<file path="config.mk">
export PLATFORM = sky130hd
export DESIGN_NAME = wbl_top
export DESIGN_NICKNAME = d
export VERILOG_FILES = /design/src/wbl_pkg.sv /design/src/wbl_lock_if.sv /design/src/wbl_lock.sv /design/src/wbl_top.sv
export VERILOG_INCLUDE_DIRS = /design/src
export SDC_FILE = /design/constraint.sdc
export NUM_CORES = 1
export LEC_CHECK = 0
export ABC_AREA = 0
export ABC_CLOCK_PERIOD_IN_PS = 5700
export BUFFER_PORTS_ARGS = -buffer_cell sky130_fd_sc_hd__clkbuf_2
export CORE_MARGIN = 4
export CORE_UTILIZATION = 49
export CTS_BUF_LIST = sky130_fd_sc_hd__clkbuf_4
export CTS_CLUSTER_SIZE = 20
export DETAILED_ROUTE_END_ITERATION = 12
export PLACE_DENSITY_LB_ADDON = 0.2
export SYNTH_ARGS = -nofsm -noshare
export SYNTH_HDL_FRONTEND = slang
export SYNTH_HIERARCHICAL = 1
export SYNTH_SLANG_ARGS = --single-unit
</file>
<file path="constraint.sdc">
create_clock -name i_clk -period 5.7 [get_ports i_clk]
set_clock_uncertainty 0.15 [all_clocks]
set_input_delay 0.855 -clock i_clk [delete_from_list [all_inputs] [get_ports i_clk]]
set_output_delay 0.855 -clock i_clk [all_outputs]
set_load 0.01 [all_outputs]
</file>
<file path="src/wbl_cfg.svh">
// constants of the write buffer and lockdown block
`ifndef WBL_CFG_SVH
`define WBL_CFG_SVH
`define WBL_ADDR_ENTRIES 4
`define WBL_DATA_ENTRIES 8
`define WBL_GROUP_WORDS 3'h4
`define WBL_LINES 64
`define WBL_LAST_LINE 6'h3f
`define WBL_SEG_LSB 4
`define WBL_IDX_MSB 5
`define WBL_LOCK_BIT 27
`define WBL_CRN_CACHE_OP 4'h7
`define WBL_CRM_DRAIN 4'ha
`define WBL_OP2_DRAIN 3'h4
`define WBL_CRM_PREFETCH 4'hd
`define WBL_OP2_PREFETCH 3'h1
`define WBL_CRN_LOCK 4'h9
`define WBL_CRM_LOCK 4'h0
`define WBL_OP2_LOCK_D 3'h0
`define WBL_OP2_LOCK_I 3'h1
`endif

</file>
<file path="src/wbl_pkg.sv">
// types and shared decode for the write buffer and lockdown block
package wbl_pkg;
    typedef logic [31:0] wbl_word_t;
    typedef logic [5:0] wbl_line_t;
    typedef enum logic {HL_RUN, HL_DRAIN} wbl_hold_t;

    // coprocessor write target match
    function automatic logic wbl_cp_hit(input logic [3:0] crn,
        input logic [3:0] crm, input logic [2:0] op2,
        input logic [3:0] ecrn, input logic [3:0] ecrm,
        input logic [2:0] eop2);
        return (crn == ecrn) && (crm == ecrm) && (op2 == eop2);
    endfunction
endpackage

</file>
<file path="src/wbl_lock_if.sv">
// carrier between buffer top and lockdown unit
`timescale 1ns/1ps
`default_nettype none
interface wbl_lock_if;
    logic cp_wr;
    logic [3:0] crn;
    logic [3:0] crm;
    logic [2:0] op2;
    logic [31:0] cp_data;
    logic dfill;
    logic [31:0] dfill_addr;
    logic ifill;
    logic [5:0] dline;
    logic [1:0] dseg;
    logic [5:0] iline;
    logic pf_valid;
    logic [31:0] pf_addr;
    modport ctl (output cp_wr, crn, crm, op2, cp_data, dfill, dfill_addr,
        ifill, input dline, dseg, iline, pf_valid, pf_addr);
    modport lk (input cp_wr, crn, crm, op2, cp_data, dfill, dfill_addr,
        ifill, output dline, dseg, iline, pf_valid, pf_addr);
endinterface
`default_nettype wire

</file>
<file path="src/wbl_lock.sv">
// cache lockdown state, victim restriction and forced prefetch
`include "wbl_cfg.svh"
`timescale 1ns/1ps
`default_nettype none
module wbl_lock (
    input wire logic i_clk,
    input wire logic i_srst,
    input wire logic i_ce,
    wbl_lock_if.lk lk
);
    import wbl_pkg::*;

    // ----------------------------------------
    // victim step inside the unlocked range
    // ----------------------------------------
    function automatic wbl_line_t vic_step(input wbl_line_t v,
        input wbl_line_t idx);
        if (v >= `WBL_LAST_LINE || v < idx) begin
            return idx;
        end
        return v + 6'h1;
    endfunction

    logic d_lock_reg, d_lock_next, i_lock_reg, i_lock_next;
    wbl_line_t d_idx_reg, d_idx_next, i_idx_reg, i_idx_next;
    wbl_line_t d_vic_reg, d_vic_next, i_vic_reg, i_vic_next;
    logic pf_valid_reg, pf_valid_next;
    wbl_word_t pf_addr_reg, pf_addr_next;
    logic wr_d, wr_i, wr_pf;

    // ----------------------------------------
    // decode and next state
    // ----------------------------------------
    always_comb begin
        wr_d = lk.cp_wr && wbl_cp_hit(lk.crn, lk.crm, lk.op2,
            `WBL_CRN_LOCK, `WBL_CRM_LOCK, `WBL_OP2_LOCK_D);
        wr_i = lk.cp_wr && wbl_cp_hit(lk.crn, lk.crm, lk.op2,
            `WBL_CRN_LOCK, `WBL_CRM_LOCK, `WBL_OP2_LOCK_I);
        wr_pf = lk.cp_wr && wbl_cp_hit(lk.crn, lk.crm, lk.op2,
            `WBL_CRN_CACHE_OP, `WBL_CRM_PREFETCH, `WBL_OP2_PREFETCH);
        d_lock_next = d_lock_reg;
        d_idx_next = d_idx_reg;
        i_lock_next = i_lock_reg;
        i_idx_next = i_idx_reg;
        d_vic_next = d_vic_reg;
        i_vic_next = i_vic_reg;
        if (lk.dfill && !d_lock_reg) begin
            d_vic_next = vic_step(d_vic_reg, d_idx_reg);
        end
        if (lk.ifill && !i_lock_reg) begin
            i_vic_next = vic_step(i_vic_reg, i_idx_reg);
        end
        if (wr_d) begin
            d_lock_next = lk.cp_data[`WBL_LOCK_BIT];
            d_idx_next = lk.cp_data[`WBL_IDX_MSB:0];
            if (d_vic_next < lk.cp_data[`WBL_IDX_MSB:0]) begin
                d_vic_next = lk.cp_data[`WBL_IDX_MSB:0];
            end
        end
        if (wr_i) begin
            i_lock_next = lk.cp_data[`WBL_LOCK_BIT];
            i_idx_next = lk.cp_data[`WBL_IDX_MSB:0];
            if (i_vic_next < lk.cp_data[`WBL_IDX_MSB:0]) begin
                i_vic_next = lk.cp_data[`WBL_IDX_MSB:0];
            end
        end
        pf_valid_next = wr_pf;
        pf_addr_next = wr_pf ? lk.cp_data : pf_addr_reg;
    end

    always_ff @(posedge i_clk) begin
        if (i_srst) begin
            d_lock_reg <= 1'b0;
            i_lock_reg <= 1'b0;
            d_idx_reg <= 6'h0;
            i_idx_reg <= 6'h0;
            d_vic_reg <= 6'h0;
            i_vic_reg <= 6'h0;
            pf_valid_reg <= 1'b0;
            pf_addr_reg <= 32'h0;
        end else if (i_ce) begin
            d_lock_reg <= d_lock_next;
            i_lock_reg <= i_lock_next;
            d_idx_reg <= d_idx_next;
            i_idx_reg <= i_idx_next;
            d_vic_reg <= d_vic_next;
            i_vic_reg <= i_vic_next;
            pf_valid_reg <= pf_valid_next;
            pf_addr_reg <= pf_addr_next;
        end
    end

    // one index serves all four segments, segment from 16-byte step
    assign lk.dline = d_lock_reg ? d_idx_reg : d_vic_reg;
    assign lk.dseg = lk.dfill_addr[`WBL_SEG_LSB+1:`WBL_SEG_LSB];
    assign lk.iline = i_lock_reg ? i_idx_reg : i_vic_reg;
    assign lk.pf_valid = pf_valid_reg;
    assign lk.pf_addr = pf_addr_reg;

    // ----------------------------------------
    // checks
    // ----------------------------------------
    property p_victim_range;
        @(posedge i_clk) disable iff (i_srst)
        !d_lock_reg |-> (lk.dline >= d_idx_reg);
    endproperty
    a_victim_range: assert property (p_victim_range)
        else $error("data victim below lock index");

    property p_lock_fill;
        @(posedge i_clk) disable iff (i_srst)
        (lk.dfill && d_lock_reg) |->
            (lk.dline == d_idx_reg) && (lk.dseg == lk.dfill_addr[5:4]);
    endproperty
    a_lock_fill: assert property (p_lock_fill)
        else $error("locked fill not at lock index");

    property p_prefetch;
        @(posedge i_clk) disable iff (i_srst)
        (i_ce && wr_pf) |=> lk.pf_valid && (lk.pf_addr == $past(lk.cp_data));
    endproperty
    a_prefetch: assert property (p_prefetch)
        else $error("prefetch pointer not driven");
endmodule
`default_nettype wire

</file>
<file path="src/wbl_top.sv">
// write buffer allocation and drain with cache lockdown control
// What this block does
// - no buffer switch; unbuffered regions bypass buffer
// - writes never merge; each gets own entry
// - same-word sub-word stores use two entries
// - store_multiple splits at 4-word boundaries
// - stall core while no address entry free
// - evicted dirty line uses one entry
// - hold execution until buffer empties when asked
// - four segments of 64 four-word lines
// - lock one index across all segments
// - lock from index zero, at most 63
// - lock via register 9, prefetch via 7
// - locked load miss fills at lock index
// - prefetch drives pointer and forces fetch
// - victim limited to index N through 63
// - eight data words, four address entries
// - reset discards all pending entries
`include "wbl_cfg.svh"
`timescale 1ns/1ps
`default_nettype none
module wbl_top #(
    parameter int NA = `WBL_ADDR_ENTRIES,
    parameter int ND = `WBL_DATA_ENTRIES
) (
    input wire logic i_clk,
    input wire logic i_srst,
    input wire logic i_ce,
    input wire logic i_pu_enable,
    input wire logic i_dcache_enable,
    input wire logic i_region_cachable,
    input wire logic i_region_bufferable,
    input wire logic i_st_valid,
    input wire logic i_st_new,
    input wire logic i_st_last,
    input wire logic i_st_multiple,
    input wire logic i_st_evict,
    input wire wbl_pkg::wbl_word_t i_st_addr,
    input wire wbl_pkg::wbl_word_t i_st_data,
    input wire logic [3:0] i_st_be,
    output logic o_st_ready,
    input wire logic i_nc_load,
    output logic o_core_stall,
    input wire logic i_cp_wr,
    input wire logic [3:0] i_cp_crn,
    input wire logic [3:0] i_cp_crm,
    input wire logic [2:0] i_cp_op2,
    input wire wbl_pkg::wbl_word_t i_cp_data,
    output logic o_bus_valid,
    input wire logic i_bus_ready,
    output wbl_pkg::wbl_word_t o_bus_addr,
    output wbl_pkg::wbl_word_t o_bus_data,
    output logic [3:0] o_bus_be,
    output logic o_bus_seq,
    output logic o_buf_empty,
    input wire logic i_dfill_req,
    input wire wbl_pkg::wbl_word_t i_dfill_addr,
    output wbl_pkg::wbl_line_t o_dfill_line,
    output logic [1:0] o_dfill_seg,
    input wire logic i_ifill_req,
    output wbl_pkg::wbl_line_t o_ifill_line,
    output logic o_ifetch_valid,
    output wbl_pkg::wbl_word_t o_ifetch_addr
);
    import wbl_pkg::*;
    localparam int AW = $clog2(NA);
    localparam int DW = $clog2(ND);

    wbl_word_t a_addr_reg [NA];
    wbl_word_t a_addr_next [NA];
    logic [2:0] a_len_reg [NA];
    logic [2:0] a_len_next [NA];
    wbl_word_t d_data_reg [ND];
    wbl_word_t d_data_next [ND];
    logic [3:0] d_be_reg [ND];
    logic [3:0] d_be_next [ND];
    logic [AW-1:0] aw_reg, aw_next, ar_reg, ar_next, a_open;
    logic [AW:0] acnt_reg, acnt_next;
    logic [DW-1:0] dw_reg, dw_next, dr_reg, dr_next;
    logic [DW:0] dcnt_reg, dcnt_next;
    logic [1:0] beat_reg, beat_next;
    logic open_reg, open_next;
    wbl_hold_t hold_reg, hold_next;
    logic buffered, need_alloc, a_free, d_free, accept, alloc;
    logic fire, release_a, drain_op, empty;

    // ----------------------------------------
    // store acceptance
    // ----------------------------------------
    always_comb begin
        buffered = i_pu_enable && ((i_region_cachable && i_dcache_enable)
            || i_region_bufferable);
        a_open = aw_reg - 1'b1;
        // new store, burst group start or full group opens entry
        need_alloc = i_st_new || !open_reg ||
            (i_st_multiple && !i_st_evict &&
             i_st_addr[3:2] == 2'b00) ||
            (a_len_reg[a_open] == `WBL_GROUP_WORDS);
        a_free = acnt_reg < (AW+1)'(NA);
        d_free = dcnt_reg < (DW+1)'(ND);
        empty = (acnt_reg == '0);
        o_st_ready = buffered ?
            ((!need_alloc || a_free) && d_free && hold_reg == HL_RUN) :
            (empty && hold_reg == HL_RUN);
        accept = i_ce && i_st_valid && buffered && o_st_ready;
        alloc = accept && need_alloc;
        drain_op = i_cp_wr && wbl_cp_hit(i_cp_crn, i_cp_crm, i_cp_op2,
            `WBL_CRN_CACHE_OP, `WBL_CRM_DRAIN, `WBL_OP2_DRAIN);
    end

    // ----------------------------------------
    // drain side, head entry only once closed
    // ----------------------------------------
    always_comb begin
        o_bus_valid = !empty &&
            !(open_reg && acnt_reg == (AW+1)'(1));
        o_bus_addr = a_addr_reg[ar_reg] + {28'h0, beat_reg, 2'b00};
        o_bus_data = d_data_reg[dr_reg];
        o_bus_be = d_be_reg[dr_reg];
        o_bus_seq = (beat_reg != 2'b00);
        fire = i_ce && o_bus_valid && i_bus_ready;
        release_a = fire && ({1'b0, beat_reg} + 3'h1 == a_len_reg[ar_reg]);
        o_buf_empty = empty;
        o_core_stall = (hold_reg == HL_DRAIN) || drain_op ||
            (i_nc_load && !empty) || (i_st_valid && !o_st_ready);
    end

    // ----------------------------------------
    // next state of the buffer
    // ----------------------------------------
    always_comb begin
        a_addr_next = a_addr_reg;
        a_len_next = a_len_reg;
        d_data_next = d_data_reg;
        d_be_next = d_be_reg;
        aw_next = aw_reg;
        dw_next = dw_reg;
        open_next = open_reg;
        if (accept) begin
            d_data_next[dw_reg] = i_st_data;
            d_be_next[dw_reg] = i_st_be;
            dw_next = dw_reg + 1'b1;
            open_next = !i_st_last;
            if (alloc) begin
                a_addr_next[aw_reg] = i_st_addr;
                a_len_next[aw_reg] = 3'h1;
                aw_next = aw_reg + 1'b1;
            end else begin
                a_len_next[a_open] = a_len_reg[a_open] + 3'h1;
            end
        end
        dr_next = fire ? dr_reg + 1'b1 : dr_reg;
        ar_next = release_a ? ar_reg + 1'b1 : ar_reg;
        beat_next = release_a ? 2'b00 : (fire ? beat_reg + 2'b01 : beat_reg);
        acnt_next = acnt_reg + (AW+1)'(alloc) - (AW+1)'(release_a);
        dcnt_next = dcnt_reg + (DW+1)'(accept) - (DW+1)'(fire);
        case (hold_reg)
            HL_RUN: hold_next = drain_op ? HL_DRAIN : HL_RUN;
            HL_DRAIN: hold_next = empty ? HL_RUN : HL_DRAIN;
            default: hold_next = HL_RUN;
        endcase
    end

    always_ff @(posedge i_clk) begin
        if (i_ce) begin
            a_addr_reg <= a_addr_next;
            a_len_reg <= a_len_next;
            d_data_reg <= d_data_next;
            d_be_reg <= d_be_next;
        end
    end

    always_ff @(posedge i_clk) begin
        if (i_srst) begin
            aw_reg <= '0;
            ar_reg <= '0;
            acnt_reg <= '0;
            dw_reg <= '0;
            dr_reg <= '0;
            dcnt_reg <= '0;
            beat_reg <= 2'b00;
            open_reg <= 1'b0;
            hold_reg <= HL_RUN;
        end else if (i_ce) begin
            aw_reg <= aw_next;
            ar_reg <= ar_next;
            acnt_reg <= acnt_next;
            dw_reg <= dw_next;
            dr_reg <= dr_next;
            dcnt_reg <= dcnt_next;
            beat_reg <= beat_next;
            open_reg <= open_next;
            hold_reg <= hold_next;
        end
    end

    // ----------------------------------------
    // lockdown unit
    // ----------------------------------------
    wbl_lock_if lk_if ();
    assign lk_if.cp_wr = i_cp_wr;
    assign lk_if.crn = i_cp_crn;
    assign lk_if.crm = i_cp_crm;
    assign lk_if.op2 = i_cp_op2;
    assign lk_if.cp_data = i_cp_data;
    assign lk_if.dfill = i_dfill_req;
    assign lk_if.dfill_addr = i_dfill_addr;
    assign lk_if.ifill = i_ifill_req;
    assign o_dfill_line = lk_if.dline;
    assign o_dfill_seg = lk_if.dseg;
    assign o_ifill_line = lk_if.iline;
    assign o_ifetch_valid = lk_if.pf_valid;
    assign o_ifetch_addr = lk_if.pf_addr;

    wbl_lock u_lock (
        .i_clk(i_clk),
        .i_srst(i_srst),
        .i_ce(i_ce),
        .lk(lk_if.lk)
    );

    // ----------------------------------------
    // checks
    // ----------------------------------------
    property p_uncached_unbuffered_bypass;
        @(posedge i_clk) disable iff (i_srst)
        (i_st_valid && !buffered) |-> !accept;
    endproperty
    a_uncached_unbuffered_bypass: assert property (p_uncached_unbuffered_bypass)
        else $error("unbuffered store entered buffer");

    property p_new_entry;
        @(posedge i_clk) disable iff (i_srst)
        (accept && i_st_new) |=> a_addr_reg[$past(aw_reg)] == $past(i_st_addr)
            && a_len_reg[$past(aw_reg)] == 3'h1;
    endproperty
    a_new_entry: assert property (p_new_entry)
        else $error("new store did not open its own entry");

    property p_data_entry;
        @(posedge i_clk) disable iff (i_srst)
        (accept && !fire) |=> dcnt_reg == $past(dcnt_reg) + 1'b1;
    endproperty
    a_data_entry: assert property (p_data_entry)
        else $error("store did not take a data entry");

    property p_split;
        @(posedge i_clk) disable iff (i_srst)
        (accept && i_st_multiple && !i_st_evict && i_st_addr[3:2] == 2'b00)
            |-> alloc;
    endproperty
    a_split: assert property (p_split)
        else $error("burst not split at group boundary");

    property p_full_stall;
        @(posedge i_clk) disable iff (i_srst)
        (i_st_valid && buffered && need_alloc && acnt_reg == (AW+1)'(NA))
            |-> o_core_stall && !accept;
    endproperty
    a_full_stall: assert property (p_full_stall)
        else $error("store accepted with no address entry");

    property p_evict_one;
        @(posedge i_clk) disable iff (i_srst)
        (accept && i_st_evict && !i_st_new && open_reg &&
         a_len_reg[a_open] < `WBL_GROUP_WORDS) |-> !alloc;
    endproperty
    a_evict_one: assert property (p_evict_one)
        else $error("eviction used a second entry");

    property p_drain_hold;
        @(posedge i_clk) disable iff (i_srst)
        (hold_reg == HL_DRAIN && !empty) |-> o_core_stall ##1 o_core_stall;
    endproperty
    a_drain_hold: assert property (p_drain_hold)
        else $error("core released before buffer empty");

    property p_capacity;
        @(posedge i_clk) disable iff (i_srst)
        acnt_reg <= (AW+1)'(NA) && dcnt_reg <= (DW+1)'(ND);
    endproperty
    a_capacity: assert property (p_capacity)
        else $error("buffer over capacity");

    property p_flush;
        @(posedge i_clk)
        i_srst |=> empty && !o_bus_valid;
    endproperty
    a_flush: assert property (p_flush)
        else $error("reset left entries pending");

    property p_order;
        @(posedge i_clk) disable iff (i_srst)
        release_a |=> ar_reg == $past(ar_reg) + 1'b1 && beat_reg == 2'b00;
    endproperty
    a_order: assert property (p_order)
        else $error("drain left write order");
endmodule
`default_nettype wire

</file>
* Word level (Yosys, flattened, before mapping)
Index checks and enable logic that the tools add are counted.
Word-level totals: bits in registers 508, input bits 160
Cells by class: add/subtract/negate cells 15, magnitude comparators 16, equality and inequality tests 9, mux-type cells 52, bitwise gates (word level) 9, reduce and logical (&&, ||, !) cells 67
Operators by type and width (count):
- bitwise mux 256 bit | 1
- two-way mux 32 bit | 6
- bitwise mux 128 bit | 1
- binary-select mux 32 bit (select 3 bit) | 1
- demux 32 bit (select 3 bit) | 1
- two-way mux 6 bit | 12
- binary-select mux 32 bit (select 2 bit) | 1
- demux 32 bit (select 2 bit) | 1
- logical AND 1 bit | 34
- adder 32 x 4 -> 32 bit | 1
- bitwise mux 32 bit | 1
- less-than comparator 6 bit | 4
- two-way mux 3 bit | 6
- AND reduction 2 bit | 7
- adder 6 x 1 -> 6 bit (second input constant) | 2
- binary-select mux 3 bit (select 2 bit) | 2
- binary-select mux 4 bit (select 3 bit) | 1
- bitwise mux 12 bit | 1
- demux 3 bit (select 2 bit) | 2
- demux 4 bit (select 3 bit) | 1
- equality test 4 bit (second input constant) | 3
- greater-or-equal comparator 6 bit (second input constant) | 2
- two-way mux 12 bit | 1
- two-way mux 4 bit | 3
- 34 further kinds | 73

* Depth between registers and ports, before layout
Gate-level depths: netlist of run 1.
word-level depth 16, depth in mapped cells 18, mapped depth without buffers 16

* Cells and area by module
Netlist of run 1, hierarchy kept.
Modules (own cells, without submodules):
- wbl_top | instances 1, cells each 895, area an instance 18164.9 um^2
- wbl_lock | instances 1, cells each 411, area an instance 3542.1 um^2

* Worst setup path before layout of run 1
Ideal clock, no wire load.
path type register to register, from register aw_reg[0], to register d_be_reg[20] in the netlist's numbering (enable), library setup time 482 ps, arrival time 4925 ps, required time 5068 ps, setup slack 144 ps, cell stages (with the launch flop) 10, buffers on the path 0, period minus slack after synthesis 5556 ps, cells stage by stage dfxtp_1 -> inv_1 -> ha_1 -> mux4_1 -> inv_1 -> ha_1 -> a2111o_1 -> a21oi_4 -> nand2b_1 -> nor3b_1
Between the ends: word-level cells in the longest chain between the ends 14
RTL lines:
- from (decl) | RTL line wbl_top.sv:77 | logic [AW-1:0] aw_reg, aw_next, ar_reg, ar_next, a_open;
- from (signal assigned) | RTL line wbl_top.sv:185 | aw_reg <= aw_next;
- subtractor 2 x 1 -> 2 bit | RTL line wbl_top.sv:93 | a_open = aw_reg - 1'b1;
- via a_open[0] | RTL line wbl_top.sv:77
- NOT 2 -> 3 bit (implied by the code) | RTL line wbl_top.sv:98 | (a_len_reg[a_open] == `WBL_GROUP_WORDS);
- binary-select mux 3 bit (select 2 bit) | RTL line wbl_top.sv:98
- two-way mux 3 bit (implied by the code) (2 in series) | RTL line wbl_top.sv:98
- equality test 3 bit (no source line)
- logical OR 1 bit | RTL line wbl_top.sv:95 | need_alloc = i_st_new || !open_reg ||
- zero test 1 bit | RTL line wbl_top.sv:103 | ((!need_alloc || a_free) && d_free && hold_reg == HL_RUN) :
- logical OR 1 bit | RTL line wbl_top.sv:103
- logical AND 1 bit (2 in series) | RTL line wbl_top.sv:103
- two-way mux 1 bit | RTL line wbl_top.sv:102 | o_st_ready = buffered ?
- logical AND 1 bit | RTL line wbl_top.sv:105 | accept = i_ce && i_st_valid && buffered && o_st_ready;
- AND reduction 2 bit (no source line)
- to (signal assigned) | RTL line wbl_top.sv:169 | d_be_reg <= d_be_next;
- to (decl) | RTL line wbl_top.sv:75 | logic [3:0] d_be_reg [ND];
The timed path passes the listed nets, and every way through them passes these cells. The select of a mux whose other input is x is not followed. A chain may end at the register's enable or synchronous reset.

* Final worst setup path of run 1
from register ar_reg[0], to output o_bus_addr[30]
Between the ends: word-level cells in the longest chain between the ends 5
RTL lines:
- from (decl) | RTL line wbl_top.sv:77
- from (signal assigned) | RTL line wbl_top.sv:186 | ar_reg <= ar_next;
- NOT 2 -> 3 bit (implied by the code) | RTL line wbl_top.sv:117 | o_bus_addr = a_addr_reg[ar_reg] + {28'h0, beat_reg, 2'b00};
- binary-select mux 32 bit (select 2 bit) | RTL line wbl_top.sv:117
- two-way mux 32 bit (implied by the code) (2 in series) | RTL line wbl_top.sv:117
- adder 32 x 4 -> 32 bit | RTL line wbl_top.sv:117
- to (decl) | RTL line wbl_top.sv:51 | output wbl_pkg::wbl_word_t o_bus_addr,
No other way between the ends. The select of a mux whose other input is x is not followed.

==> metrics.log, run 1 <==
[metrics] number of buffers added by the clock tree synthesis step: 134
[metrics] Int Pwr: 0.006086 W
[metrics] final estimated routing congestion in global placement: 0.8044
[metrics] CTS hold repair buffers: 96
[metrics] wire length reported by the detailed router: 46.36 mm
[metrics] power density over the cells: 297.3 nW/um^2
[metrics] setup repair after global routing missed its margin: no
[metrics] end of the worst register-to-register path: acnt_reg[2]
[metrics] average via count per standard cell: 5.315
[metrics] standby leakage power: 9.550 nW
[metrics] share of synthesized flip-flops with an asynchronous set or reset: 0
[metrics] initial antenna violation count: 4
[metrics] Global Route Usage Sum: 0.2000
[metrics] share of total power in sequential cells: 0.523
[metrics] Worst-Skew Late Latency: 900 ps
[metrics] number of port buffers: 245
[metrics] starting DRC count in detailed routing: 680
[metrics] largest net degree at the start of global routing: 47
[metrics] sequential cell area fraction in the yosys report: 0.6659
[metrics] least setup slack across all paths after layout: 770.1 ps
[metrics] remaining max-slew budget at the tightest pin: 0.2759
[metrics] total I/O pin count: 280
[metrics] Yosys top cell by area: edfxtp_1
[metrics] Post-Syn Instances: 1306
[metrics] core region area: 43460 um^2
[metrics] post-cts sizing count: 0
[metrics] DIE AREA: 47730 um^2
[metrics] switching power as a share of total power: 0.2217
[metrics] number of cells traversed by the worst hold path: 3
[metrics] Avg Synthesized Cell Area: 16.62 um^2
[metrics] deepest level of the CTS H-tree: 4
[metrics] Synth Net Count: 1509
[metrics] largest family of logic cells by synthesized area: multiplexers
[metrics] floorplan die width: 218.5 um
[metrics] Detailed Place HPWL: 27.45 mm
[metrics] initial core utilization: 0.4995
[metrics] final period demand of the worst path: 4930 ps
[metrics] final setup violation count: 0
[metrics] status: finished, final reports clean
[metrics] FMAX: 0.2028 GHz
[metrics] Total Power: 0.007820 W
[metrics] post-detailed-route wirelength per cell: 19.13 um
[metrics] clock-pin slew on the worst setup and hold paths: 60 ps
[metrics] Via Count: 12878
[metrics] maximum clock path buffer count: 3
[metrics] synth warn: 6
[metrics] worst endpoint required time: 4700 ps
[metrics] CTS tree: yes
[metrics] hold_ws: 188.0 ps
[metrics] worst hold path endpoint: u_lock/d_idx_reg[4]
[metrics] global-route wire length before repair: 73.48 mm
[metrics] clock root cell: clkbuf_4
[metrics] worst-case vdd ir drop: 0.2154 mV
[metrics] synthesized-area fraction occupied by adder cells: 0.02582
[metrics] overflow left after global routing: 0
[metrics] kind of end point of the critical path: output pin
[metrics] worst setup slack before clock tree synthesis: 1254 ps
[metrics] clock share of power: 0.412
[metrics] DRC errors left: 0
[metrics] dominant register cell in the synthesized netlist: edfxtp_1
[metrics] CP max FO: 15
[metrics] worst slew pin tran: 1084 ps
[metrics] number of flip-flops and latches in the synthesized netlist: 508
[metrics] number of nets in the finished design: 1942
[metrics] share of layout cells above drive strength 1: 0.3571
[metrics] type of the worst min-delay path: in2reg
[metrics] worst flop-to-flop path startpoint: aw_reg[0]
[metrics] max reg flops: 256
[metrics] Area Growth Syn to Fin: 21.16%
[metrics] number of global-route vias before repair: 13564
[metrics] hold violation count in the final report: 0
[metrics] Critical Path Start Type: flip-flop
[metrics] post-CTS setup-driven buffer insertion count: 0
[metrics] share of the clock period used by the worst path: 0.8649
[metrics] total net switching power: 0.001733 W
[metrics] share of total power in combinational logic: 0.065
[metrics] most area-consuming cells after synthesis: edfxtp_1 59%, mux4_2 10%, dfxtp_1 7.4%
[metrics] arrival time at the worst endpoint: 3920 ps
[metrics] share of synthesized cell area in and, or, nand and nor gates: 0.06352
[metrics] slack of the worst reg-to-reg path: 1270 ps
[metrics] number of enable-type register cells in the synthesized netlist: 428
[metrics] number of rows in the core area: 76
[metrics] xor and xnor area share after synthesis: 0.01654
[metrics] height of the die: 218.5 um
[metrics] Worst Reg2Reg Path Length in Cells: 16
[metrics] share of Yosys cell area claimed by the top area cell type: 0.5921
[metrics] max-slew violation count: 0
[metrics] core occupancy in the finished layout: 0.6052
[metrics] max capacitance violation total: 0
[metrics] post-synthesis compound-gate area fraction: 0.03758
[metrics] Clock Sink Count: 508
[metrics] count of unique library cells instantiated by Yosys: 78
[metrics] kind of critical path: reg2out
[metrics] Antenna Violating Nets Remaining: 0
[metrics] Setup TNS Final: 0 ps
[metrics] DRT Pass-1 Iters: 5
[metrics] multiplexer share of the synthesized area: 0.1666
[metrics] post-synthesis cell area: 21710 um^2
[metrics] min-delay src: i_cp_data[4]
==> critical path, stage by stage (launching register included) <==
cell	delay (ps)
dfxtp_2	680
mux4_2	330
ha_1	190
inv_1	60
fa_1	440
inv_1	100
and4_1	340
nand3_4	160
nor4_1	400
xor2_1	170
clkbuf_2	140
==> worst max path at each step <==
stage	start	to	slack, ps	cells after the start
finish	ar_reg[0]	o_bus_addr[30]	770	10
CTS	ar_reg[0]	o_bus_addr[30]	490	10
global route	ar_reg[0]	o_bus_addr[30]	430	10
floorplan	aw_reg[0]	d_be_reg[20]	140	9
global placement	aw_reg[0]	acnt_reg[2]	1270	16
detailed placement	aw_reg[0]	acnt_reg[2]	1250	16
==> power by group through the flow <==
stage / registers, W / clock network [W] / logic [W]
floorplan: 0.00415 / 0 / 0.000292
global placement: 0.00417 / 0 / 0.000446
detailed placement: 0.00417 / 0 / 0.000456
CTS: 0.00409 / 0.00334 / 0.000513
global route: 0.00409 / 0.00357 / 0.000563
finish: 0.00409 / 0.00322 / 0.000508
==> layout make-up <==
type                            count  area, um^2
Sequential cell                   508       14460
Multi-Input combinational cell    687        6804
Tap cell                          585       732.0
Clock inverter                     37       290.3
Timing Repair Buffer              359        2360
Fill cell                        3353       17160
Antenna cell                        4       10.01
Inverter                           49       183.9
Clock buffer                      194        1456
==> layer usage <==
metal,GRT usage,wire length (um),up-vias
met1,0.2503,19450,6401
li1,-,-,6079
met4,0.07900,896,0
met5,0,0,-
met3,0.05729,2744,68
met2,0.3318,23280,330
==> synthesized netlist by cell type, drive strengths merged, types with 2 or more instances <==
cell	instances
nor3b	9
a31oi	3
a2111o	2
a32oi	2
fa	3
or3	8
a211o	4
o21ai	36
o2bb2ai	2
nor4b	4
a21o	5
edfxtp	428
xnor2	22
and3	8
nor4	4
mux2i	57
nand3	25
nand4	7
nand3b	3
nand2b	8
and2	2
nor2b	5
ha	40
a2111oi	2
a311oi	3
buf	30
inv	49
dfxtp	80
a2bb2oi	2
and4	6
a211oi	11
a21oi	31
a22oi	2
o211ai	4
or3b	2
nand2	59
mux4	110
nor2	99
nand4b	2
nor3	15
clkbuf	32
mux2	47
xor2	19
==> logic make-up (layout without fill, tap and decap cells) <==
| kind of cell | Yosys count | count (layout) |
|---|---|---|
| other | 0 | 4 |
| muxes | 214 | 214 |
| and+or+nand+nor | 272 | 272 |
| AOI/OAI and AO/OA | 117 | 117 |
| DFF | 508 | 508 |
| xor gates and xnor gates | 41 | 41 |
| adders and majority gates | 43 | 43 |
| buffers and inverters | 111 | 639 |
==> placed cells by master, fill, tap and decap left out, drive strengths merged, types with 26 or more instances in the layout <==
cell,synthesis,final
a21oi,31,31
clkbuf,32,438
clkinv,0,26
dfxtp,80,80
dlygate4sd3,0,96
edfxtp,428,428
ha,40,40
inv,49,51
mux2,47,47
mux2i,57,57
mux4,110,110
nand2,59,59
nor2,99,99
o21ai,36,36
==> per-stage QoR <==
step                      cell area [um^2]  instances
after floorplan                      21710       1306
after global placement               23580       2092
after detailed placement             23580       2092
after CTS                            26290       2419
after global routing                 26300       2423
final                                26300       2423
Power figures use the tool's default switching activity.
==> run 2, diff against run 1 <==
--- a/config.mk
+++ b/config.mk
@@ -7,11 +7,12 @@
 export NUM_CORES = 1
 export LEC_CHECK = 0
 export ABC_AREA = 0
-export ABC_CLOCK_PERIOD_IN_PS = 5700
+export ABC_CLOCK_PERIOD_IN_PS = 6100
 export BUFFER_PORTS_ARGS = -buffer_cell sky130_fd_sc_hd__clkbuf_2
 export CORE_MARGIN = 4
 export CORE_UTILIZATION = 49
 export CTS_BUF_LIST = sky130_fd_sc_hd__clkbuf_4
+export CTS_CLUSTER_DIAMETER = 120
 export CTS_CLUSTER_SIZE = 20
 export DETAILED_ROUTE_END_ITERATION = 12
 export PLACE_DENSITY_LB_ADDON = 0.2
==> constraint.sdc (replaced) <==
create_clock -name i_clk -period 6.1 [get_ports i_clk]
set_clock_uncertainty 0.15 [all_clocks]
set_input_delay 0.915 -clock i_clk [delete_from_list [all_inputs] [get_ports i_clk]]
set_output_delay 0.915 -clock i_clk [all_outputs]
set_load 0.01 [all_outputs]
==> run 2 against run 1 <==
Against the previous run: cell count down 11%; first-iteration DRC count grew 19%; sequential power is 6.6% lower; power fell by 28%; clock power is 58% lower; worst setup slack improved by 320 ps; sequential share of layout area increased by 5.3 points; die area did not move; via count is 7.4% lower; clock-buffer cell count shrank 143; critical path type unchanged.
==> metrics.log, run 2 (synthesis results as in run 1) <==
[metrics] status: finished, final reports clean (unchanged)
[metrics] multi-input logic area: 6804 um^2 (unchanged)
[metrics] average via count per standard cell: 5.548 (was 5.315)
[metrics] Via Count: 11929 (was 12878)
[metrics] Detailed Place HPWL: 28.23 mm (was 27.45 mm)
[metrics] worst slew pin tran: 1091 ps (was 1084 ps)
[metrics] max-slew violation count: 0 (unchanged)
[metrics] DIE AREA: 47730 um^2 (unchanged)
[metrics] total I/O pin count: 280 (unchanged)
[metrics] Worst Reg2Reg Path Length in Cells: 16 (unchanged)
[metrics] post-layout instance count excluding filler cells: 2150 (was 2423)
[metrics] largest net degree at the start of global routing: 51 (was 47)
[metrics] most frequent standard cell in the layout excluding fill and tap cells: edfxtp_1 (unchanged)
[metrics] Clock Sink Count: 508 (unchanged)
[metrics] share of layout cells above drive strength 1: 0.3216 (was 0.3571)
[metrics] Setup TNS Final: 0 ps (unchanged)
[metrics] floorplan die width: 218.5 um (unchanged)
[metrics] wire length reported by the detailed router: 44.50 mm (was 46.36 mm)
[metrics] kind of end point of the critical path: output pin (unchanged)
[metrics] crit path launch: ar_reg[1] (was ar_reg[0])
[metrics] height of the die: 218.5 um (unchanged)
[metrics] worst flop-to-flop path startpoint: aw_reg[0] (unchanged)
[metrics] CP max FO: 23 (was 15)
[metrics] clock-pin slew on the worst setup and hold paths: 230 ps (was 60 ps)
[metrics] setup repair after global routing missed its margin: no (unchanged)
[metrics] hold violation count in the final report: 0 (unchanged)
[metrics] standby leakage power: 8.371 nW (was 9.550 nW)
[metrics] number of port buffers: 245 (unchanged)
[metrics] Int Pwr: 0.004353 W (was 0.006086 W)
[metrics] remaining max-slew budget at the tightest pin: 0.2708 (was 0.2759)
[metrics] Area Growth Syn to Fin: 10.43% (was 21.16%)
[metrics] clock share of power: 0.242 (was 0.412)
[metrics] slowest cell delay on critical path: 570 ps (was 680 ps)
[metrics] power density over the cells: 233.7 nW/um^2 (was 297.3 nW/um^2)
[metrics] DRT Pass-1 Iters: 5 (unchanged)
[metrics] share of total power in sequential cells: 0.682 (was 0.523)
[metrics] # placed instances: 2092 (unchanged)
[metrics] number of buffers added by the clock tree synthesis step: 29 (was 134)
[metrics] Critical Path End: o_bus_addr[30] (unchanged)
[metrics] DRC errors left: 0 (unchanged)
[metrics] post-detailed-route wirelength per cell: 20.70 um (was 19.13 um)
[metrics] kind of critical path: reg2out (unchanged)
[metrics] Critical Path Start Type: flip-flop (unchanged)
[metrics] Layout fillers: 3519 (was 3353)
[metrics] worst endpoint required time: 5030 ps (was 4700 ps)
[metrics] clock root cell: clkbuf_4 (unchanged)
[metrics] number of nets in the finished design: 1742 (was 1942)
[metrics] global-route wire length before repair: 69.15 mm (was 73.48 mm)
[metrics] Cell Chain, Critical Path: buf_4 -> mux4_2 -> inv_1 -> fa_1 -> inv_1 -> and4_1 -> nand3_4 -> nor4_1 -> xor2_1 -> clkbuf_2 (was mux4_2 -> ha_1 -> inv_1 -> fa_1 -> inv_1 -> and4_1 -> nand3_4 -> nor4_1 -> xor2_1 -> clkbuf_2)
[metrics] core occupancy in the finished layout: 0.5516 (was 0.6052)
[metrics] type of the worst min-delay path: in2reg (unchanged)
[metrics] total net switching power: 0.001250 W (was 0.001733 W)
[metrics] critical-path cell with the highest stage delay: dfxtp_1 (was dfxtp_2)
[metrics] Global Route Usage Sum: 0.1845 (was 0.2000)
[metrics] worst-case vdd ir drop: 0.2417 mV (was 0.2154 mV)
[metrics] Worst-Skew Late Latency: 830 ps (was 900 ps)
[metrics] switching power as a share of total power: 0.2230 (was 0.2217)
[metrics] arrival time at the worst endpoint: 3940 ps (was 3920 ps)
[metrics] hold_ws: 144.7 ps (was 188.0 ps)
[metrics] end of the worst register-to-register path: acnt_reg[2] (unchanged)
[metrics] cell seen most often among critical-path stages: inv_1 (unchanged)
[metrics] number of rows in the core area: 76 (unchanged)
[metrics] post-CTS setup-driven buffer insertion count: 0 (unchanged)
[metrics] share of the clock period used by the worst path: 0.8207
[metrics] commonest cells after routing, fill and taps aside: 428 x edfxtp_1, 244 x clkbuf_2, 99 x mux4_2 (was 428 x edfxtp_1, 244 x clkbuf_2, 194 x clkbuf_4)
[metrics] share of total power in combinational logic: 0.075 (was 0.065)
[metrics] max reg flops: 256 (unchanged)
[metrics] number of cells traversed by the worst hold path: 1 (was 3)
[metrics] final estimated routing congestion in global placement: 0.8314 (was 0.8044)
[metrics] overflow left after global routing: 0 (unchanged)
[metrics] final period demand of the worst path: 5006 ps
[metrics] Antenna Violating Nets Remaining: 0 (unchanged)
[metrics] initial core utilization: 0.4995 (unchanged)
[metrics] starting DRC count in detailed routing: 808 (was 680)
[metrics] slack of the worst reg-to-reg path: 1540 ps (was 1270 ps)
[metrics] core region area: 43460 um^2 (unchanged)
[metrics] number of global-route vias before repair: 12167 (was 13564)
[metrics] deepest level of the CTS H-tree: 1 (was 4)
[metrics] initial antenna violation count: 4 (unchanged)
[metrics] flip-flop and latch area: 14460 um^2 (unchanged)
[metrics] max capacitance violation total: 0 (unchanged)
[metrics] final setup violation count: 0 (unchanged)
[metrics] FMAX: 0.1998 GHz
[metrics] CTS tree: yes (unchanged)
[metrics] maximum clock path buffer count: 3 (unchanged)
[run 2: changes by cell type in the layout (fill, tap and decap cells not counted), moves of 2 or more]
cell | before | now
buf_12 | 3 | 0
buf_4 | 15 | 18
bufinv_16 | 5 | 0
clkbuf_4 | 194 | 51
clkinv_1 | 25 | 0
clkinvlp_4 | 4 | 1
dlygate4sd3_1 | 96 | 1
inv_2 | 2 | 0
[run 2: worst min path at each step]
stage | start | to | slack (ps)
2_1_floorplan | dcnt_reg[0] | dcnt_reg[0] | 320
5_1_grt | i_st_addr[16] | a_addr_reg[80] | 30
3_3_place_gp | u_lock/lk.pf_valid | u_lock/lk.pf_valid | 300
4_1_cts | i_st_addr[11] | a_addr_reg[43] | 30
3_5_place_dp | u_lock/lk.pf_valid | u_lock/lk.pf_valid | 300
6_report | i_st_addr[11] | a_addr_reg[75] | 140
[run 2: worst max-delay path: cells and delay by family (launching register included)]
family | cells | cell delay, ps
flops | 1 | 570
buf+inv | 4 | 710
mux | 1 | 280
xor+xnor | 1 | 190
fa+ha+maj | 1 | 460
simple gates | 3 | 900
[run 2: power groups by stage]
stage	clock network [W]	logic [W]	registers [W]
after floorplan	0	0.000273	0.00388
after global placement	0	0.000413	0.00390
after detailed placement	0	0.000425	0.00390
after CTS	0.00143	0.000427	0.00382
after global routing	0.00155	0.000467	0.00383
final	0.00136	0.000422	0.00382
[run 2: per-layer routing]
layer,part of all wire,GRT usage,vias to the layer above
met4,0.014,0.02802,2
met3,0.061,0.03671,40
met2,0.51,0.3264,285
met1,0.42,0.2436,6064
met5,0.00025,0,-
li1,-,-,5538
[run 2: per-stage QoR]
step                worst slack [ps]  cell area, um^2  power [W]
floorplan                      543.6            21710   0.004152
global placement                1656            23550   0.004311
detailed placement              1582            23550   0.004325
CTS                            901.4            23960   0.005677
global route                   709.3            23970   0.005848
finish                          1094            23970   0.005603
[run 2: final cells by class]
type / instances / share of cell area
sequential: 508 / 0.6034
inverter: 49 / 0.007673
clock buffer: 51 / 0.01597
clock inverter: 2 / 0.0009917
antenna: 4 / 0.0004176
multi-input combinational: 687 / 0.2838
timing repair buffer: 264 / 0.05721
tap: 585 / 0.03053
[run 2: timing repair]
item / CTS / global route
hold endpoints to repair: 1 / 0
hold buffers: 1 / 0
resized for setup: 0 / 0
==> run 3, diff against run 2 <==
--- a/config.mk
+++ b/config.mk
@@ -7,7 +7,7 @@
 export NUM_CORES = 1
 export LEC_CHECK = 0
 export ABC_AREA = 0
-export ABC_CLOCK_PERIOD_IN_PS = 6100
+export ABC_CLOCK_PERIOD_IN_PS = 4390
 export BUFFER_PORTS_ARGS = -buffer_cell sky130_fd_sc_hd__clkbuf_2
 export CORE_MARGIN = 4
 export CORE_UTILIZATION = 49
==> constraint.sdc (replaced) <==
create_clock -name i_clk -period 4.39 [get_ports i_clk]
set_clock_uncertainty 0.15 [all_clocks]
set_input_delay 0.6585 -clock i_clk [delete_from_list [all_inputs] [get_ports i_clk]]
set_output_delay 0.6585 -clock i_clk [all_outputs]
set_load 0.01 [all_outputs]
==> run 3 against run 2 <==
Against the previous run: core utilization rose by 3.2 points; hold slack improved by 64 ps; final area grew 5.7%; global-route usage up 0.74 points; routed wire length is 2.3% higher; sequential share of layout area is 3.2 points lower; worst setup slack worse by 860 ps; critical path depth did not move; combinational power rose by 63%; sequential power increased by 39%; non-clock buffer count is 124 higher; clock-buffer cell count unchanged.
==> metrics.log, run 3 (synthesis results as in run 1) <==
[metrics] total I/O pin count: 280 (unchanged)
[metrics] final estimated routing congestion in global placement: 0.8558 (was 0.8314)
[metrics] most frequent standard cell in the layout excluding fill and tap cells: edfxtp_1 (unchanged)
[metrics] max capacitance violation total: 0 (unchanged)
[metrics] CTS tree: yes (unchanged)
[metrics] share of the clock period used by the worst path: 0.9458
[metrics] number of buffers added by the clock tree synthesis step: 29 (unchanged)
[metrics] number of global-route vias before repair: 12980 (was 12167)
[metrics] # placed instances: 2110 (was 2092)
[metrics] starting DRC count in detailed routing: 823 (was 808)
[metrics] setup repair after global routing missed its margin: no (unchanged)
[metrics] share of layout cells above drive strength 1: 0.3217 (was 0.3216)
[metrics] height of the die: 218.5 um (unchanged)
[metrics] max reg flops: 256 (unchanged)
[metrics] number of port buffers: 245 (unchanged)
[metrics] Critical Path Start Type: flip-flop (unchanged)
[metrics] clock root cell: clkbuf_4 (unchanged)
[metrics] DRC errors left: 0 (unchanged)
[metrics] total net switching power: 0.001748 W (was 0.001250 W)
[metrics] standby leakage power: 8.949 nW (was 8.371 nW)
[metrics] kind of end point of the critical path: output pin (unchanged)
[metrics] largest net degree at the start of global routing: 49 (was 51)
[metrics] status: finished, final reports clean (unchanged)
[metrics] Layout fillers: 3359 (was 3519)
[metrics] clock-pin slew on the worst setup and hold paths: 200 ps (was 230 ps)
[metrics] CP max FO: 5 (was 23)
[metrics] type of the worst min-delay path: in2reg (unchanged)
[metrics] core region area: 43460 um^2 (unchanged)
[metrics] initial antenna violation count: 5 (was 4)
[metrics] arrival time at the worst endpoint: 3340 ps (was 3940 ps)
[metrics] global-route wire length before repair: 72.33 mm (was 69.15 mm)
[metrics] switching power as a share of total power: 0.2222 (was 0.2230)
[metrics] overflow left after global routing: 0 (unchanged)
[metrics] Global Route Usage Sum: 0.1919 (was 0.1845)
[metrics] number of cells traversed by the worst hold path: 5 (was 1)
[metrics] final setup violation count: 0 (unchanged)
[metrics] Int Pwr: 0.006118 W (was 0.004353 W)
[metrics] number of nets in the finished design: 1866 (was 1742)
[metrics] power density over the cells: 310.3 nW/um^2 (was 233.7 nW/um^2)
[metrics] Clock Sink Count: 508 (unchanged)
[metrics] Via Count: 12425 (was 11929)
[metrics] initial core utilization: 0.4995 (unchanged)
[metrics] post-detailed-route wirelength per cell: 20.02 um (was 20.70 um)
[metrics] worst slew pin tran: 1032 ps (was 1091 ps)
[metrics] Detailed Place HPWL: 28.83 mm (was 28.23 mm)
[metrics] worst-case vdd ir drop: 0.3269 mV (was 0.2417 mV)
[metrics] DRT Pass-1 Iters: 7 (was 5)
[metrics] clock share of power: 0.239 (was 0.242)
[metrics] final period demand of the worst path: 4152 ps
[metrics] multi-input logic area: 6855 um^2 (was 6804 um^2)
[metrics] DIE AREA: 47730 um^2 (unchanged)
[metrics] floorplan die width: 218.5 um (unchanged)
[metrics] average via count per standard cell: 5.464 (was 5.548)
[metrics] Antenna Violating Nets Remaining: 0 (unchanged)
[metrics] commonest cells after routing, fill and taps aside: 428 x edfxtp_1, 243 x clkbuf_2, 101 x dlygate4sd3_1 (was 428 x edfxtp_1, 244 x clkbuf_2, 99 x mux4_2)
[metrics] deepest level of the CTS H-tree: 1 (unchanged)
[metrics] post-layout instance count excluding filler cells: 2274 (was 2150)
[metrics] FMAX: 0.2408 GHz
[metrics] maximum clock path buffer count: 3 (unchanged)
[metrics] flip-flop and latch area: 14470 um^2 (was 14460 um^2)
[metrics] hold violation count in the final report: 0 (unchanged)
[metrics] wire length reported by the detailed router: 45.53 mm (was 44.50 mm)
[metrics] Setup TNS Final: 0 ps (unchanged)
[metrics] share of total power in sequential cells: 0.674 (was 0.682)
[metrics] worst endpoint required time: 3580 ps (was 5030 ps)
[metrics] Area Growth Syn to Fin: 16.77% (was 10.43%)
[metrics] max-slew violation count: 0 (unchanged)
[metrics] share of total power in combinational logic: 0.087 (was 0.075)
[metrics] Worst Reg2Reg Path Length in Cells: 15 (was 16)
[metrics] kind of critical path: reg2out (unchanged)
[metrics] remaining max-slew budget at the tightest pin: 0.3097 (was 0.2708)
[metrics] Worst-Skew Late Latency: 840 ps (was 830 ps)
[metrics] number of rows in the core area: 76 (unchanged)
run 3: critical path: stages, from the launching register on:
cell and delay (ps):
dfxtp_2 390, inv_1 80, ha_4 300, mux4_2 220, inv_2 70, ha_1 220
a2111o_1 410, a211oi_2 220, a21oi_1 80, a2111o_1 390, clkbuf_2 150
run 3: area by class of cell:
class	count	share of cell area
Tap cell	585	0.02888
Sequential cell	508	0.5709
Inverter	49	0.007256
Antenna cell	4	0.0003949
Clock buffer	51	0.01511
Timing Repair Buffer	388	0.1061
Multi-Input combinational cell	687	0.2705
Clock inverter	2	0.0009379
run 3: power groups by stage:
| stage | Combinational [W] | Clock [W] | Sequential [W] |
|---|---|---|---|
| 6_report | 0.000686 | 0.00188 | 0.00530 |
| 3_5_place_dp | 0.000611 | 0 | 0.00541 |
| 3_3_place_gp | 0.000596 | 0 | 0.00541 |
| 2_1_floorplan | 0.000379 | 0 | 0.00539 |
| 5_1_grt | 0.000759 | 0.00215 | 0.00531 |
| 4_1_cts | 0.000691 | 0.00198 | 0.00530 |
run 3: metrics by stage:
stage / instance area (um^2) / power (W) / hold slack, ps / worst slack [ps] / utilization
detailed placement: 23810 / 0.006018 / 302.6 / 270.1 / 0.5478
global placement: 23810 / 0.006002 / 297.2 / 347.7 / 0.5478
floorplan: 21710 / 0.005769 / 317.3 / -1166 / -
CTS: 25270 / 0.007974 / 106.6 / 3.744 / 0.5816
finish: 25350 / 0.007866 / 208.2 / 237.8 / 0.5833
global route: 25340 / 0.008223 / 149.8 / 0.8074 / 0.5832
run 3: timing repair:
item                                    CTS  global route
gates resized for setup                  13            12
hold buffers                            101             0
setup buffers                             2             4
endpoints found under the hold margin   463             0
endpoints found under the setup margin   15            22
pin swaps                                 2             9
gates cloned                              0             0
run 3: path summary, 6_finish.rpt:
path / end / slack, ps / start
setup / recovery: o_core_stall / 240 / aw_reg[1]
hold / removal: hold_reg / 210 / i_cp_crm[1]
setup reg to reg: u_lock/d_vic_reg[3] / 330 / u_lock/d_idx_reg[5]
hold reg to reg: u_lock/lk.pf_valid / 320 / u_lock/lk.pf_valid
run 3: metal layers:
metal  part of all wire  track usage  vias up
met5            0.00029            0        -
met4              0.020      0.03687        2
met3              0.052      0.03184       57
met2               0.51       0.3408      288
met1               0.42       0.2531     6269
li1                   -            -     5809
